===== src/verilog/actc_pkg.sv =====
// Constants and carrier types for the converter timing sequencer.
// Assumes one system clock in which each cycle stands for one CPU half-period.
package actc_pkg;

  // Clock and basic timing unit
  localparam int        CLK_PERIOD_NS = 50;
  localparam int        HALF_PERIOD_NS = 50;
  localparam int        HALF_PERIOD_CYC_INT = (HALF_PERIOD_NS + CLK_PERIOD_NS - 1) / CLK_PERIOD_NS;
  localparam logic [11:0] HALF_PERIOD_CYC = 12'(HALF_PERIOD_CYC_INT < 1 ? 1 : HALF_PERIOD_CYC_INT);

  // Conversion clock select codes
  localparam logic [1:0] CC_SEL_24   = 2'h0;
  localparam logic [1:0] CC_SEL_RSVD = 2'h1;
  localparam logic [1:0] CC_SEL_96   = 2'h2;
  localparam logic [1:0] CC_SEL_48   = 2'h3;

  // Conversion clock period in half-periods
  localparam logic [11:0] CC_HP_24 = 12'h018;
  localparam logic [11:0] CC_HP_96 = 12'h060;
  localparam logic [11:0] CC_HP_48 = 12'h030;

  // Sequence lengths
  localparam logic [3:0]  CONV_STEPS   = 4'he;
  localparam logic [3:0]  RESULT_BITS  = 4'ha;
  localparam logic [11:0] LOAD_HP      = 12'h004;
  localparam logic [11:0] SAMPLE_SC    = 12'h002;

  // Clamp codes
  localparam logic [9:0] CODE_ZERO = 10'h000;
  localparam logic [9:0] CODE_FULL = 10'h3ff;

  // Reset values
  localparam logic [2:0] STRAP_RST  = 3'h7;
  localparam logic [9:0] RESULT_RST = 10'h000;

  typedef struct packed {
    logic [1:0] conversion_clock_select;
    logic [1:0] sample_clock_select;
  } actc_sel_type;

  typedef struct packed {
    logic       below_ground;
    logic       above_ref;
    logic [9:0] level;
  } actc_analog_type;

  typedef enum logic [1:0] {
    ST_IDLE,
    ST_SAMPLE,
    ST_CONVERT,
    ST_LOAD
  } actc_state_type;

endpackage : actc_pkg


===== src/verilog/actc_seq.sv =====
// Conversion timing sequencer: sample window, successive approximation, result load.
// Assumes start, selects and analog data come from logic on sys_clk_in; straps are pins.
//
// What this block does
// Conversion clock is 24, 96 or 48 half-periods for codes 00, 10, 11.
// Sample clock is 1, 2, 4 or 8 conversion clocks; window is two.
// Whole conversion lasts 14 conversion clocks plus window plus 4 half-periods.
// Interval covers sample, decision and load; result changes only at its end.
// Input changes after the sample window do not affect the result.
// Below ground gives code 000, above reference gives code 3ff.
// Sample and conversion timing come only from the programmed select fields.
// Either CPU clock edge may trigger internal or bus operations.
// One half-period is the basic unit; timings are whole multiples of it.
// Clock mode is taken from three strap pins held during reset.
// Counters on the CPU clock run from a request to a completion pulse.
// Reserved conversion clock code is refused and yields no timing.
module actc_seq (
  // Clock and reset
  input  wire logic                     sys_clk_in,
  input  wire logic                     rst_in,
  // Conversion request and settings
  input  wire logic                     conv_start_in,
  input  wire actc_pkg::actc_sel_type   sel_in,
  // Analog core side
  input  wire actc_pkg::actc_analog_type analog_in,
  output logic                          sample_out,
  output logic                          cc_strobe_out,
  // Result and status
  output logic                          busy_out,
  output logic                          done_out,
  output logic                          sel_err_out,
  output logic [9:0]                    result_out,
  // Clock mode straps
  input  wire logic [2:0]               clock_mode_strap_pins_in,
  output logic [2:0]                    clock_mode_out
);

  actc_pkg::actc_state_type  state_r;
  actc_pkg::actc_analog_type held_r;
  logic [11:0]               cnt_r;
  logic [11:0]               cc_len_r;
  logic [3:0]                step_r;
  logic [9:0]                sar_r;
  logic [9:0]                result_r;
  logic                      done_r;
  logic                      sel_err_r;
  logic [2:0]                strap_s1_r;
  logic [2:0]                strap_s2_r;
  logic                      strap_grab_r;
  logic [2:0]                clock_mode_r;
  logic                      start_ok;
  logic                      phase_end;
  logic [11:0]               cc_len_nxt;
  logic [11:0]               sample_len_nxt;
  logic [9:0]                trial;
  logic [9:0]                clamped;

  // Conversion clock length from select code
  function automatic logic [11:0] cc_len_f(input logic [1:0] code);
    logic [11:0] hp;
    hp = 12'h000;
    unique case (code)
      actc_pkg::CC_SEL_24: hp = actc_pkg::CC_HP_24;
      actc_pkg::CC_SEL_96: hp = actc_pkg::CC_HP_96;
      actc_pkg::CC_SEL_48: hp = actc_pkg::CC_HP_48;
      actc_pkg::CC_SEL_RSVD: hp = 12'h000;
    endcase
    return 12'(hp * actc_pkg::HALF_PERIOD_CYC);
  endfunction : cc_len_f

  // Selects decoded into lengths here; start_ok and sel_err_r also read the conversion code
  always_comb begin
    cc_len_nxt     = cc_len_f(sel_in.conversion_clock_select);
    sample_len_nxt = 12'((cc_len_nxt * actc_pkg::SAMPLE_SC) << sel_in.sample_clock_select);
  end

  assign start_ok  = conv_start_in && (state_r == actc_pkg::ST_IDLE) &&
                     (sel_in.conversion_clock_select != actc_pkg::CC_SEL_RSVD);
  assign phase_end = (cnt_r == 12'h000);
  assign trial     = sar_r | (10'h200 >> (step_r[3:0]));

  // Sequencer state and phase counter
  always_ff @(posedge sys_clk_in or posedge rst_in) begin
    if (rst_in) begin
      state_r  <= actc_pkg::ST_IDLE;
      cnt_r    <= 12'h000;
      cc_len_r <= 12'h000;
      step_r   <= 4'h0;
    end else begin
      unique case (state_r)
        actc_pkg::ST_IDLE: begin
          if (start_ok) begin
            state_r  <= actc_pkg::ST_SAMPLE;
            cc_len_r <= cc_len_nxt;
            cnt_r    <= sample_len_nxt - 12'h001;
          end
        end
        actc_pkg::ST_SAMPLE: begin
          if (phase_end) begin
            state_r <= actc_pkg::ST_CONVERT;
            cnt_r   <= cc_len_r - 12'h001;
            step_r  <= 4'h0;
          end else begin
            cnt_r <= cnt_r - 12'h001;
          end
        end
        actc_pkg::ST_CONVERT: begin
          if (phase_end) begin
            if (step_r == actc_pkg::CONV_STEPS - 4'h1) begin
              state_r <= actc_pkg::ST_LOAD;
              cnt_r   <= actc_pkg::LOAD_HP - 12'h001;
            end else begin
              step_r <= step_r + 4'h1;
              cnt_r  <= cc_len_r - 12'h001;
            end
          end else begin
            cnt_r <= cnt_r - 12'h001;
          end
        end
        actc_pkg::ST_LOAD: begin
          if (phase_end) begin
            state_r <= actc_pkg::ST_IDLE;
          end else begin
            cnt_r <= cnt_r - 12'h001;
          end
        end
      endcase
    end
  end

  // Track input only during the sample window
  always_ff @(posedge sys_clk_in or posedge rst_in) begin
    if (rst_in) begin
      held_r <= '0;
    end else if (state_r == actc_pkg::ST_SAMPLE) begin
      held_r <= analog_in;
    end
  end

  // One bit decided per conversion clock for the first 10 of the 14 steps, MSB first
  always_ff @(posedge sys_clk_in or posedge rst_in) begin
    if (rst_in) begin
      sar_r <= 10'h000;
    end else if (state_r == actc_pkg::ST_SAMPLE) begin
      sar_r <= 10'h000;
    end else if (state_r == actc_pkg::ST_CONVERT && phase_end &&
                 step_r < actc_pkg::RESULT_BITS) begin
      if (trial <= held_r.level) begin
        sar_r <= trial;
      end
    end
  end

  always_comb begin
    if (held_r.below_ground) begin
      clamped = actc_pkg::CODE_ZERO;
    end else if (held_r.above_ref) begin
      clamped = actc_pkg::CODE_FULL;
    end else begin
      clamped = sar_r;
    end
  end

  // Result loaded only as the interval closes
  always_ff @(posedge sys_clk_in or posedge rst_in) begin
    if (rst_in) begin
      result_r <= actc_pkg::RESULT_RST;
      done_r   <= 1'b0;
    end else begin
      done_r <= (state_r == actc_pkg::ST_LOAD) && phase_end;
      if (state_r == actc_pkg::ST_LOAD && phase_end) begin
        result_r <= clamped;
      end
    end
  end

  // Refused request on reserved code
  always_ff @(posedge sys_clk_in or posedge rst_in) begin
    if (rst_in) begin
      sel_err_r <= 1'b0;
    end else begin
      sel_err_r <= conv_start_in && (state_r == actc_pkg::ST_IDLE) &&
                   (sel_in.conversion_clock_select == actc_pkg::CC_SEL_RSVD);
    end
  end

  // Strap synchroniser, no reset so it runs while reset is held
  always_ff @(posedge sys_clk_in) begin
    strap_s1_r <= clock_mode_strap_pins_in;
    strap_s2_r <= strap_s1_r;
  end

  // Capture straps on the first edge after reset release
  always_ff @(posedge sys_clk_in or posedge rst_in) begin
    if (rst_in) begin
      strap_grab_r <= 1'b1;
      clock_mode_r <= actc_pkg::STRAP_RST;
    end else begin
      strap_grab_r <= 1'b0;
      if (strap_grab_r) begin
        clock_mode_r <= strap_s2_r;
      end
    end
  end

  assign busy_out       = (state_r != actc_pkg::ST_IDLE);
  assign sample_out     = (state_r == actc_pkg::ST_SAMPLE);
  assign cc_strobe_out  = (state_r == actc_pkg::ST_CONVERT) && phase_end;
  assign done_out       = done_r;
  assign sel_err_out    = sel_err_r;
  assign result_out     = result_r;
  assign clock_mode_out = clock_mode_r;

  // Checking helpers
  logic [11:0] busy_len_r;
  logic [11:0] samp_len_r;
  logic [11:0] exp_len_r;
  logic [11:0] exp_samp_r;
  logic [3:0]  strobes_r;
  logic [11:0] gap_r;
  logic [11:0] exp_cc_r;

  // Cycles since the previous step, against the length the select code asks for
  always_ff @(posedge sys_clk_in or posedge rst_in) begin
    if (rst_in) begin
      gap_r    <= 12'h000;
      exp_cc_r <= 12'h000;
    end else begin
      if (start_ok) begin
        if (sel_in.conversion_clock_select == actc_pkg::CC_SEL_96) begin
          exp_cc_r <= actc_pkg::CC_HP_96;
        end else if (sel_in.conversion_clock_select == actc_pkg::CC_SEL_48) begin
          exp_cc_r <= actc_pkg::CC_HP_48;
        end else begin
          exp_cc_r <= actc_pkg::CC_HP_24;
        end
      end
      if (cc_strobe_out) begin
        gap_r <= 12'h001;
      end else begin
        gap_r <= gap_r + 12'h001;
      end
    end
  end

  always_ff @(posedge sys_clk_in or posedge rst_in) begin
    if (rst_in) begin
      busy_len_r <= 12'h000;
      samp_len_r <= 12'h000;
      exp_len_r  <= 12'h000;
      exp_samp_r <= 12'h000;
      strobes_r  <= 4'h0;
    end else begin
      if (start_ok) begin
        busy_len_r <= 12'h000;
        samp_len_r <= 12'h000;
        strobes_r  <= 4'h0;
        exp_samp_r <= sample_len_nxt;
        exp_len_r  <= 12'(sample_len_nxt + 12'(cc_len_nxt * 12'(actc_pkg::CONV_STEPS))
                      + actc_pkg::LOAD_HP);
      end else begin
        if (busy_out) begin
          busy_len_r <= busy_len_r + 12'h001;
        end
        if (sample_out) begin
          samp_len_r <= samp_len_r + 12'h001;
        end
        if (cc_strobe_out) begin
          strobes_r <= strobes_r + 4'h1;
        end
      end
    end
  end

  total_time_a: assert property (@(posedge sys_clk_in) disable iff (rst_in)
    $fell(busy_out) |-> busy_len_r == exp_len_r)
    else $error("conversion length differs from expected");

  sample_window_a: assert property (@(posedge sys_clk_in) disable iff (rst_in)
    $fell(sample_out) |-> samp_len_r == exp_samp_r)
    else $error("sample window length wrong");

  cc_period_a: assert property (@(posedge sys_clk_in) disable iff (rst_in)
    cc_strobe_out && step_r != 4'h0 |-> $past(cnt_r, 1) == 12'h001 && gap_r == exp_cc_r &&
    (cc_len_r == actc_pkg::CC_HP_24 || cc_len_r == actc_pkg::CC_HP_48 ||
     cc_len_r == actc_pkg::CC_HP_96))
    else $error("conversion clock period not a legal length");

  strobe_count_a: assert property (@(posedge sys_clk_in) disable iff (rst_in)
    done_out |-> strobes_r == actc_pkg::CONV_STEPS)
    else $error("wrong number of conversion clock steps");

  result_stable_a: assert property (@(posedge sys_clk_in) disable iff (rst_in)
    !done_out |-> $stable(result_out))
    else $error("result changed outside the load");

  hold_frozen_a: assert property (@(posedge sys_clk_in) disable iff (rst_in)
    state_r == actc_pkg::ST_CONVERT |=> $stable(held_r))
    else $error("held sample changed after sampling");

  clamp_low_a: assert property (@(posedge sys_clk_in) disable iff (rst_in)
    state_r == actc_pkg::ST_LOAD && phase_end && held_r.below_ground
    |=> result_out == actc_pkg::CODE_ZERO && done_out)
    else $error("under-range input not clamped to zero");

  clamp_high_a: assert property (@(posedge sys_clk_in) disable iff (rst_in)
    state_r == actc_pkg::ST_LOAD && phase_end && !held_r.below_ground && held_r.above_ref
    |=> result_out == actc_pkg::CODE_FULL)
    else $error("over-range input not clamped to full scale");

  reserved_refused_a: assert property (@(posedge sys_clk_in) disable iff (rst_in)
    conv_start_in && !busy_out &&
    sel_in.conversion_clock_select == actc_pkg::CC_SEL_RSVD
    |=> !busy_out && sel_err_out)
    else $error("reserved code started a conversion");

  start_taken_a: assert property (@(posedge sys_clk_in) disable iff (rst_in)
    start_ok |=> sample_out [*2])
    else $error("accepted request did not open the sample window");

  strap_taken_a: assert property (@(posedge sys_clk_in) disable iff (rst_in)
    strap_grab_r |=> clock_mode_out == $past(strap_s2_r))
    else $error("strap levels not captured after reset");

  fast_conv_c: cover property (@(posedge sys_clk_in) disable iff (rst_in)
    start_ok && sel_in.conversion_clock_select == actc_pkg::CC_SEL_24 ##[1:400] done_out);
  slow_conv_c: cover property (@(posedge sys_clk_in) disable iff (rst_in)
    start_ok && sel_in.conversion_clock_select == actc_pkg::CC_SEL_96 &&
    sel_in.sample_clock_select == 2'h3);
  clamp_c: cover property (@(posedge sys_clk_in) disable iff (rst_in)
    done_out && result_out == actc_pkg::CODE_FULL);
  refused_c: cover property (@(posedge sys_clk_in) disable iff (rst_in)
    sel_err_out);

endmodule : actc_seq


===== config.mk =====
export PLATFORM = sky130hd
export DESIGN_NAME = actc_seq
export DESIGN_NICKNAME = d
export VERILOG_FILES = /design/src/verilog/actc_pkg.sv /design/src/verilog/actc_seq.sv
export SDC_FILE = /design/constraint.sdc
export NUM_CORES = 1
export LEC_CHECK = 0
export BUFFER_PORTS_ARGS = -buffer_cell sky130_fd_sc_hd__buf_2
export CAP_MARGIN = 15
export CORE_UTILIZATION = 60
export DETAILED_ROUTE_END_ITERATION = 6
export GPL_ROUTABILITY_DRIVEN = 0
export PLACE_DENSITY = 0.81
export RECOVER_POWER = 100
export REMOVE_ABC_BUFFERS = 1
export SLEW_MARGIN = 20
export SYNTH_ARGS = -nofsm -noshare
export SYNTH_HDL_FRONTEND = slang
export SYNTH_SLANG_ARGS = --single-unit

===== constraint.sdc =====
create_clock -name sys_clk_in -period 4.3 [get_ports sys_clk_in]
set_input_delay 0.43 -clock sys_clk_in [delete_from_list [all_inputs] [get_ports sys_clk_in]]
set_output_delay 0.43 -clock sys_clk_in [all_outputs]
set_load 0.005 [all_outputs]

# [Word-level counts from Yosys, hierarchy flattened]
# Index checks and enable logic that the tools add are counted.
[totals] mem_bits_ro=0 ramBits=0 memories=0 inputBits=22 latchBits=0 output_inout_bits=18 register_bits=74
[classes] reduce_logical=18 n_mux=22 n_eq_ne=15 div_mod_pow=0 n_addsub=4 n_shift=2 multipliers=0 n_bitwise=1 magnitude_cmp=2
[ops] operator="$pmux 12 s4" count=2
[ops] operator="$mux 12" count=5
[ops] operator="$mux 10" count=5
[ops] operator="$sub 12x1->12 const B" count=3
[ops] operator="$logic_not 12->1" count=1
[ops] operator="$mux 4" count=3
[ops] operator="$ne 2x2->1 const B" count=6
[ops] operator="$shl 12x2->12" count=1
[ops] operator="$le 10x10->1" count=1
[ops] operator="$mux 2" count=5
[ops] operator="$or 10x10->10" count=1
[ops] operator="$shr 10x4->10 const A" count=1
[ops] operator="$eq 2x2->1 const B" count=4
[ops] operator="$pmux 2 s4" count=1
[ops] operator="$pmux 4 s2" count=1
[ops] operator="$reduce_bool 2->1" count=4
[ops] operator="$logic_and 1x1->1" count=6
[ops] operator="$reduce_and 2->1" count=3
[ops] operator="$reduce_and 5->1" count=1
[ops] operator="$add 4x1->4 const B" count=1
[ops] operator="$eq 2x1->1 const B" count=2
[ops] operator="$eq 4x4->1 const B" count=1
[ops] operator="$logic_not 2->1" count=2
[ops] operator="$lt 4x4->1 const B" count=1
[ops] operator="other kinds (2)" count=3

# [Logic depth before layout (Yosys ltp)]
# Gate-level depths: netlist of the first run.
[logic_depth] word_depth=6 depth_mapped=11 mapped_depth_nobuf=10

# [Worst setup path after synthesis of the first run]
# No wires, ideal clock.
[synth_timing] kind="register to register" start="reg step_r[0]" end="reg sar_r[1]" arrival_ns=2.124 setup_ns=0.150 n_path_buf=0 stages_incl_launch_ff=11 required_time_ns=4.150 setup_slack_ns=2.027 period_less_slack_ns=2.273 path_cell_list="dfrtp_1 -> ha_1 -> ha_1 -> nand2b_1 -> nand2b_1 -> ha_1 -> nand2_1 -> o21bai_1 -> a21o_1 -> a31oi_1 -> o32ai_1"
[synth_via] elab_chain_cells=5
[synth_rtl] item="start: declaration" line="actc_seq.sv:42" rtl="logic [3:0] step_r;"
[synth_rtl] item="start signal: assignment" line="actc_seq.sv:113" rtl="step_r <= step_r + 4'h1;"
[synth_rtl] item="$shr 10x4->10" line="actc_seq.sv:80" rtl="assign trial = sar_r | (10'h200 >> (step_r[3:0]));"
[synth_rtl] item="$or 10x10->10" line="actc_seq.sv:80"
[synth_rtl] item="$le 10x10->1 or $mux 10 (tied branches)" line="actc_seq.sv:148" rtl="if (trial <= held_r.level) begin"
[synth_rtl] item="$reduce_bool 2->1 (no source line) or $mux 10 (tied branches)"
[synth_rtl] item="$reduce_and 2->1 (no source line) or $mux 10 (tied branches)"
[synth_rtl] item="end signal: assignment" line="actc_seq.sv:149" rtl="sar_r <= trial;"
[synth_rtl] item="end: declaration" line="actc_seq.sv:43" rtl="logic [9:0] sar_r;"
# Several ways; a longest one is shown, not always the timed one. The select of a mux whose other input is x is not followed.
# A chain may end at the register's enable or synchronous reset.

# [Worst setup path in the final report of the first run]
[layout_timing] start="reg state_r[1]" end="reg state_r[1]"
[layout_via] elab_chain_cells=5
[layout_rtl] item="start: declaration" line="actc_seq.sv:38" rtl="actc_pkg::actc_state_type state_r;"
[layout_rtl] item="start signal: assignment" line="actc_seq.sv:85" rtl="state_r <= actc_pkg::ST_IDLE;"
[layout_rtl] item="start signal: assignment" line="actc_seq.sv:93" rtl="state_r <= actc_pkg::ST_SAMPLE;"
[layout_rtl] item="start signal: assignment" line="actc_seq.sv:100" rtl="state_r <= actc_pkg::ST_CONVERT;"
[layout_rtl] item="$logic_not 2->1" line="actc_seq.sv:77, actc_seq.sv:90"
[layout_rtl] item="$logic_and 1x1->1 (2 in a row)" line="actc_seq.sv:77" rtl="assign start_ok = conv_start_in && (state_r == actc_pkg::ST_IDLE) &&"
[layout_rtl] item="$ne 2x2->1 (no source line)"
[layout_rtl] item="$reduce_and 5->1 (no source line)"
# Several ways; a longest one is shown, not always the timed one.

==> results of run 1 <==
==> cell families (layout without fill, tap and decap cells) <==
kind of cell               Yosys count  in the layout  share of synthesized area
muxes                               10             10                     0.0280
DFF                                 66             66                      0.408
xor gates and xnor gates             5              5                     0.0110
and+or+nand+nor                    146            146                      0.200
buffers and inverters               51             90                     0.0515
other                                1              1                   0.000941
AOI/OAI and AO/OA                  123            123                      0.206
adders and majority gates           30             30                     0.0942
==> per-stage QoR <==
step | total power [mW] | area (um2) | setup WS (ns) | instances
finish | 2.63 | 4380 | 0.987 | 548
global route | 2.82 | 4380 | 0.702 | 548
CTS | 2.64 | 4410 | 1.58 | 548
detailed placement | 2.12 | 4210 | 1.58 | 532
global placement | 2.07 | 4210 | 1.68 | 532
floorplan | 1.79 | 3900 | 1.72 | 414
==> path summary, 6_finish.rpt <==
path	from	endpoint	slack [ns]	cells after the start
max in group asynchronous	rst_in	cnt_r[3]$_DFFE_PP0P_	3.51	3
max	state_r[1]$_DFFE_PP0P_	state_r[1]$_DFFE_PP0P_	0.99	7
max reg2reg	state_r[1]$_DFFE_PP0P_	state_r[1]$_DFFE_PP0P_	0.99	7
min in group asynchronous	rst_in	result_out[5]$_DFFE_PP0P_	0.29	3
min	clock_mode_strap_pins_in[1]	strap_s1_r[1]$_DFF_P_	0.18	1
min reg2reg	strap_s1_r[1]$_DFF_P_	strap_s2_r[1]$_DFF_P_	0.33	0
==> sequential cells by signal, indices dropped and copies added (netlist names) <==
name,cells
clock_mode_out,3
strap_s1_r,3
state_r,2
sel_err_out,1
cnt_r,12
strap_s2_r,3
strap_grab_r,1
cc_len_r,4
done_out,1
sar_r,10
result_out,10
held_r,12
step_r,4
==> report_power, final <==
| part | total (mW) | switching, mW | leakage, nW | internal, mW |
|---|---|---|---|---|
| registers | 0.948 | 0.158 | 0.824 | 0.790 |
| clock network | 0.516 | 0.255 | 0.105 | 0.261 |
| logic | 1.17 | 0.716 | 1.07 | 0.453 |
==> final cells by class <==
class                           count  area (um2)  share of cell area
Tap cell                           77        96.3              0.0220
Clock inverter                      5        33.8             0.00771
Sequential cell                    66        1630               0.371
Clock buffer                       11         163              0.0371
Inverter                           33         124              0.0283
Multi-Input combinational cell    315        2140               0.489
Timing Repair Buffer               41         195              0.0446
==> layout by cell type, fill, tap and decap left out, types with 3 or more instances in the layout <==
cell and n:
dfrtp_1 56, nand2_1 39, inv_1 33, o21ai_0 30, ha_1 30, buf_2 30
nor2_1 25, nand2b_1 24, o31ai_1 23, a21oi_1 19, nor3_1 10, clkbuf_8 10
clkbuf_1 9, mux2_2 8, nand4_1 7, nor2b_1 7, nand3_1 7, nor4_1 6
dfxtp_1 6, a21o_1 5, or3_1 5, o211ai_1 5, a211oi_1 4, a31oi_1 4
a22o_1 4, a221oi_1 4, nor3b_1 3, xor2_1 3, a311oi_1 3, a21boi_0 3
dfstp_2 3
==> layer usage <==
metal / part of all wire / vias up
met2: 0.46 / 146
li1: - / 1632
met5: 0 / -
met4: 0.021 / 0
met3: 0.067 / 16
met1: 0.45 / 1617
==> worst max-delay path: cells and delay by family (launching register included) <==
family                   cells  cell delay [ns]
flip-flops                   1             0.39
buffers and inverters        2             0.72
AND/OR/NAND/NOR              1             1.01
AO/OA/AOI/OAI                2             0.49
adder cells (fa/ha/maj)      1             0.24
multiplexers                 1             0.35
==> out/qor.yml, run 1 <==
outcome: "finished with violations"
violations: "capacitance limit, slew limit"
setup-tns-final_ns: 0
firstDrtPassIters: 5
cts_root_buf: "clkbuf_8"
cts_resized: 0
syn-cell-area_um2: 3980
async_flop_share: 0.909
critPathArrivalTime_ns: 3.55
slowest_delay_ns: 1.01
setup-violations-final: 0
drtAntennaViolNets: 0
synth_top_cells_by_count: "dfrtp_1, nand2_1, inv_1"
final_core_util: 0.686
crit_type: "reg -> reg"
finalCritPeriodShare: 0.770
nFillCells: 492
via_per_inst: 6.22
grt_pass1_vias: 3202
cp-end-kind: "flip-flop"
met1_usage: 0.376
dp_hpwl_mm: 6.36
core_um2: 6390
ys_ff_latch: 66
min_period_ns: 3.31
synth_cells: 432
max-vdd-ir-drop_uv: 359
cts_setup_buffers: 0
totalWireLength_mm: 8.93
cts_tree: "done"
grt_use_met3: 0.0485
path_cells: "inv_1 > ha_1 > clkbuf_1 > nor3_1 > o21ai_0 > a21oi_1 > mux2_1"
synth.avg_cell_area_um2: 9.22
insertion_delay_ns: 0.35
cts_buffers: 9
first_iter_violations: 292
ios: 40
globalRouteTotalUtil: 0.271
required_ns: 4.53
cts.sinks: 66
grt_start_max_net_pins: 61
clk_path_buf_depth: 2
rsz0062_at_grt: "false"
final.hold.worst_slack_ns: 0.182
start_kind: "flip-flop"
diodes: 0
drive_gt1_frac: 0.138
die_x_um: 83.5
hold_violations: 0
synthTopCellsByArea: "dfrtp_1, ha_1, o31ai_1"
yosys.area.top_type: "dfrtp_1"
hp-class: "in -> reg"
seq_area_frac_synth: 0.408
yosysTopAreaCellShare: 0.352
ys.warnings.count: 0
powerDensity_nw_per_um2: 601
worst_pin_slew_ns: 1.53
vias: 3411
fmax_ghz: 0.302
die_h_um: 83.5
grt.overflow.total: 0
maxSlewViolCount: 41
fin_nets: 518
grt_pass1_wl_mm: 15.0
post_drt_wl_per_cell_um: 16.3
grt.busiest_layer: "met2"
area_growth_pct: 9.92
maxSlewHeadroom: -0.0233
io_buffer_count: 39
path_clk_slew_ns: 0.08
grtUsageMet2: 0.422
ys_types: 62
ctsHoldBuffers: 0
crit_fanout: 40
synth-edff-count: 0
yosys.cell_count.top_type: "dfrtp_1"
finClkSkew_ns: 0.0124
antenna_found_initial: 0
power.leakage_nw: 2.00
drv_cap: 1
die-area_um2: 6970
crit_slowest_cell: "nor3_1"
htreeDepth: 3
drc_errors: 0
synth-main-ff-cell: "dfrtp_1"
rows: 29
start_util: 0.624
Note: power is estimated with default switching activity, not from simulation.
==> inputs of run 2 (changes only) <==
ABC_AREA = 1   (was unset)
CORE_UTILIZATION = 59   (was 60)
PLACE_DENSITY = 0.8   (was 0.81)
clock period = 3.4 ns   (was 4.3 ns; I/O delays follow)
==> out/qor.yml, run 2 <==
drv_cap: 1
post_drt_wl_per_cell_um: 13.6
slowest_delay_ns: 0.59
cts_resized: 0
fmax_ghz: 0.372
finClkSkew_ns: 0.00908
grt_pass1_wl_mm: 15.0
final_common_cell: "nand2_1"
grt_start_max_net_pins: 34
totalWireLength_mm: 8.70
dr_wl_met3_um: 496
vias: 3539
grt.overflow.total: 0
synth-edff-count: 0
globalRouteTotalUtil: 0.269
ys.warnings.count: 0
routed.top_layer: "met4"
synth_top_cells_by_count: "nand2_1, inv_1, dfrtp_1"
outcome: "finished with violations"
cts_setup_buffers: 0
rows: 29
grt_pass1_vias: 3275
synth_cells: 519
cp-end-kind: "flip-flop"
hold_violations: 0
min_period_ns: 2.69
ys_ff_latch: 66
seq_area_frac_synth: 0.405
yosys.area.top_type: "dfrtp_1"
htreeDepth: 3
cts_tree: "done"
start_kind: "flip-flop"
fin_nets: 610
ctsHoldBuffers: 0
start_util: 0.622
crit_fanout: 21
async_flop_share: 0.909
synthTopCellsByArea: "dfrtp_1, nand2_1, ha_1"
path_cells: "inv_1 > ha_1 > nand2_1 > nor2_8 > nand3_1 > nand2_4 > inv_2 > o21ai_0 > o21ai_2 > inv_1 > a21oi_1"
cpMostUsedCell: "inv_1"
syn-cell-area_um2: 4020
io_buffer_count: 39
core_um2: 6460
die-area_um2: 7140
hp-class: "in -> reg"
max-vdd-ir-drop_uv: 431
worst_pin_slew_ns: 1.79
cts_buffers: 9
cts.sinks: 66
cts_root_buf: "clkbuf_8"
via_per_inst: 5.53
setup-violations-final: 0
area_growth_pct: 10.4
final_cell_mix: "nand2_1, inv_1, dfrtp_1, o21ai_0, nand3_1"
firstDrtPassIters: 7
dp_hpwl_mm: 6.39
finalCritPeriodShare: 0.791
synth-main-ff-cell: "dfrtp_1"
nFillCells: 522
drive_gt1_frac: 0.126
yosys.cell_count.top_type: "nand2_1"
path_clk_slew_ns: 0.07
critPathArrivalTime_ns: 2.91
wl_met2_mm: 3.83
die_h_um: 84.5
maxSlewViolCount: 34
maxSlewHeadroom: -0.194
crit_type: "reg -> reg"
final.hold.worst_slack_ns: 0.0876
first_iter_violations: 441
power.leakage_nw: 2.28
setup-tns-final_ns: 0
crit_slowest_cell: "nand3_1"
insertion_delay_ns: 0.35
reg_top3: "cnt_r x12, held_r x12"
drc_errors: 4
wl_met1_mm: 4.15
drtAntennaViolNets: 0
ios: 40
synth.avg_cell_area_um2: 7.74
required_ns: 3.62
die_x_um: 84.5
powerDensity_nw_per_um2: 364
antenna_found_initial: 0
rsz0062_at_grt: "false"
violations: "DRC, capacitance limit, slew limit"
diodes: 0
ys_types: 46
yosysTopAreaCellShare: 0.349
clk_path_buf_depth: 2
[run 2: cell types whose count changed in the layout (fill, tap and decap cells not counted), sizes merged, moves of 6 or more]
cell    previous run  this run
inv               35        72
nor2              25        43
or3                7         0
mux2               9         3
nor3              12         3
nand2             39       132
nand3              7        40
o31ai             23         5
nand2b            24         0
nor2b              7         0
o21ai             31        55
[run 2: critical path, delay by kind of cell (launching register included)]
| kind | cells | cell delay (ns) |
|---|---|---|
| adder cells (fa/ha/maj) | 1 | 0.21 |
| AO/OA/AOI/OAI | 3 | 0.24 |
| buffers and inverters | 3 | 0.34 |
| AND/OR/NAND/NOR | 4 | 1.41 |
| flip-flops | 1 | 0.36 |
[run 2: cell families after synthesis]
logic type,Yosys count,synth area share
compound gates,94,0.130
xor+xnor,8,0.0175
mux,3,0.00841
other cells,1,0.000934
fa+ha+maj,30,0.0935
buf+inv,87,0.0848
simple gates,230,0.260
flops,66,0.405
[run 2: where the power goes]
group,total [mW],switching (mW),internal [mW]
clock network,0.741,0.307,0.433
registers,0.797,0.00286,0.795
logic,0.0751,0.0480,0.0271
total,1.61,0.358,1.26
[run 2: final timing paths]
path	to	from	slack, ns	depth (start not counted)
min in group asynchronous	sel_err_out$_DFF_PP0_	rst_in	0.24	2
max in group asynchronous	state_r[0]$_DFFE_PP0P_	rst_in	0.96	3
worst min-delay path	strap_s1_r[0]$_DFF_P_	clock_mode_strap_pins_in[0]	0.09	1
worst max register to register	cnt_r[11]$_DFFE_PP0P_	cnt_r[0]$_DFFE_PP0P_	0.71	11
worst max-delay path	cnt_r[11]$_DFFE_PP0P_	cnt_r[0]$_DFFE_PP0P_	0.71	11
worst min register to register	strap_s2_r[2]$_DFF_P_	strap_s1_r[2]$_DFF_P_	0.33	0
[run 2: area by class of cell]
type / count / area, um2 / share of cell area
multi-input cells: 366 / 2000 / 0.452
flip-flops and latches: 66 / 1630 / 0.367
inverters: 74 / 278 / 0.0627
repair buffers: 41 / 200 / 0.0452
clock buffers: 10 / 138 / 0.0311
well taps: 77 / 96.3 / 0.0217
clock inverters: 6 / 90.1 / 0.0203
[run 2: layer usage]
metal,track usage,vias to the layer above
li1,-,1754
met1,0.372,1643
met2,0.418,117
met3,0.0541,25
met4,0.108,0
met5,0,-
[run 2: metrics by stage]
step / instance area (um2) / instances / power [mW] / util / setup slack (ns)
final: 4430 / 640 / 1.61 / 0.686 / 0.710
after floorplan: 3950 / 506 / 0.858 / - / 1.44
after global placement: 4260 / 624 / 0.887 / 0.659 / 1.10
after detailed placement: 4260 / 624 / 0.889 / 0.659 / 0.978
after global routing: 4430 / 640 / 1.66 / 0.686 / 0.333
after CTS: 4490 / 640 / 1.63 / 0.695 / 0.927
==> inputs of run 3 (changes only) <==
clock period = 2.7 ns   (was 3.4 ns; I/O delays follow)
==> out/qor.yml, run 3 (synthesis gave the netlist of run 2 again) <==
nFillCells: 565
dp_hpwl_mm: 6.46
power.leakage_nw: 2.25
ctsHoldBuffers: 0
vias: 3423
cts_setup_buffers: 0
start_kind: "flip-flop"
cts.sinks: 66
setup-violations-final: 0
crit_type: "reg -> reg"
globalRouteTotalUtil: 0.262
final_core_util: 0.680
start_util: 0.622
io_buffer_count: 39
area_growth_pct: 9.41
regArea_um2: 1630
powerDensity_nw_per_um2: 422
ios: 40
firstDrtPassIters: 7
final_cell_mix: "nand2_1, inv_1, dfrtp_1, o21ai_0"
cts_tree: "done"
design_area_um2: 4390
diodes: 0
power_mw: 1.86
critPathArrivalTime_ns: 2.80
clk_path_buf_depth: 2
die-area_um2: 7140
dp_slack_ns: 0.213
antenna_found_initial: 0
rsz0062_at_grt: "false"
worst_pin_slew_ns: 1.09
first_iter_violations: 377
grt_pass1_vias: 3189
fin_ws_ns: 0.167
hp-class: "in -> reg"
fin_nets: 611
dp_cells: 625
rows: 29
totalWireLength_mm: 8.55
outcome: "finished with violations"
htreeDepth: 3
fin_cells: 641
violations: "DRC"
finalCritPeriodShare: 0.938
core_um2: 6460
final.hold.worst_slack_ns: 0.0205
via_per_inst: 5.34
cts_resized: 0
min_period_ns: 2.53
drc_errors: 4
grt_pass1_wl_mm: 14.6
reg2reg_from: "step_r[0]$_DFFE_PP0P_"
insertion_delay_ns: 0.34
cp-startpoint: "step_r[0]$_DFFE_PP0P_"
required_ns: 2.96
maxSlewHeadroom: 0.271
post_drt_wl_per_cell_um: 13.3
finClkSkew_ns: 0.00666
place_area_um2: 4270
die_x_um: 84.5
path_clk_slew_ns: 0.07
maxSlewViolCount: 0
final_common_cell: "nand2_1"
cts_buffers: 9
grt.overflow.total: 0
cts_root_buf: "clkbuf_8"
cp-end-kind: "flip-flop"
grt_start_max_net_pins: 31
drv_cap: 0
die_h_um: 84.5
multi_input_area_um2: 2010
drtAntennaViolNets: 0
setup-tns-final_ns: 0
crit_fanout: 10
drive_gt1_frac: 0.119
fmax_ghz: 0.395
reg_top3: "cnt_r x12, held_r x12"
hold_violations: 0
max-vdd-ir-drop_uv: 343
min_from: "clock_mode_strap_pins_in[1]"
-- run 3: routing by layer --
layer  global-route usage  vias up  routed length [um]  part of all wire
li1                     -     1762                   -                 -
met1                0.377     1532                4200              0.49
met2                0.392      111                3730              0.44
met4                0.119        0                 177             0.021
met3               0.0423       18                 446             0.052
met5                    0        -                   0                 0
-- run 3: worst paths after layout --
kind | depth (start not counted) | end | slack (ns)
max | 11 | sar_r[9]$_DFFE_PP0P_ | 0.17
min | 1 | strap_s1_r[1]$_DFF_P_ | 0.02
min reg2reg | 0 | strap_s2_r[2]$_DFF_P_ | 0.33
min in group asynchronous | 2 | held_r[8]$_DFFE_PP0P_ | 0.19
max reg2reg | 11 | sar_r[9]$_DFFE_PP0P_ | 0.17
max in group asynchronous | 3 | cnt_r[3]$_DFFE_PP0P_ | 1.05
-- run 3: layout make-up --
| type | count | share of cell area |
|---|---|---|
| clock buffers | 12 | 0.0353 |
| clock inverters | 4 | 0.00598 |
| inverters | 74 | 0.0632 |
| multi-input cells | 366 | 0.458 |
| flip-flops and latches | 66 | 0.370 |
| well taps | 77 | 0.0219 |
| repair buffers | 42 | 0.0456 |
-- run 3: power breakdown --
| group | internal (mW) | switching [mW] |
|---|---|---|
| Clock | 0.382 | 0.376 |
| Sequential | 1.00 | 0.00389 |
| Combinational | 0.0344 | 0.0592 |
| Total | 1.42 | 0.439 |
-- run 3: worst max-delay path, cell delays in order (launching register included) --
cell and delay (ns):
dfrtp_1 0.42, inv_1 0.13, ha_1 0.15, inv_1 0.05, o31ai_1 0.42, ha_1 0.34
a21oi_1 0.17, o21a_1 0.14, nand3_1 0.10, o31ai_1 0.12, nand2_2 0.20, a21oi_1 0.19
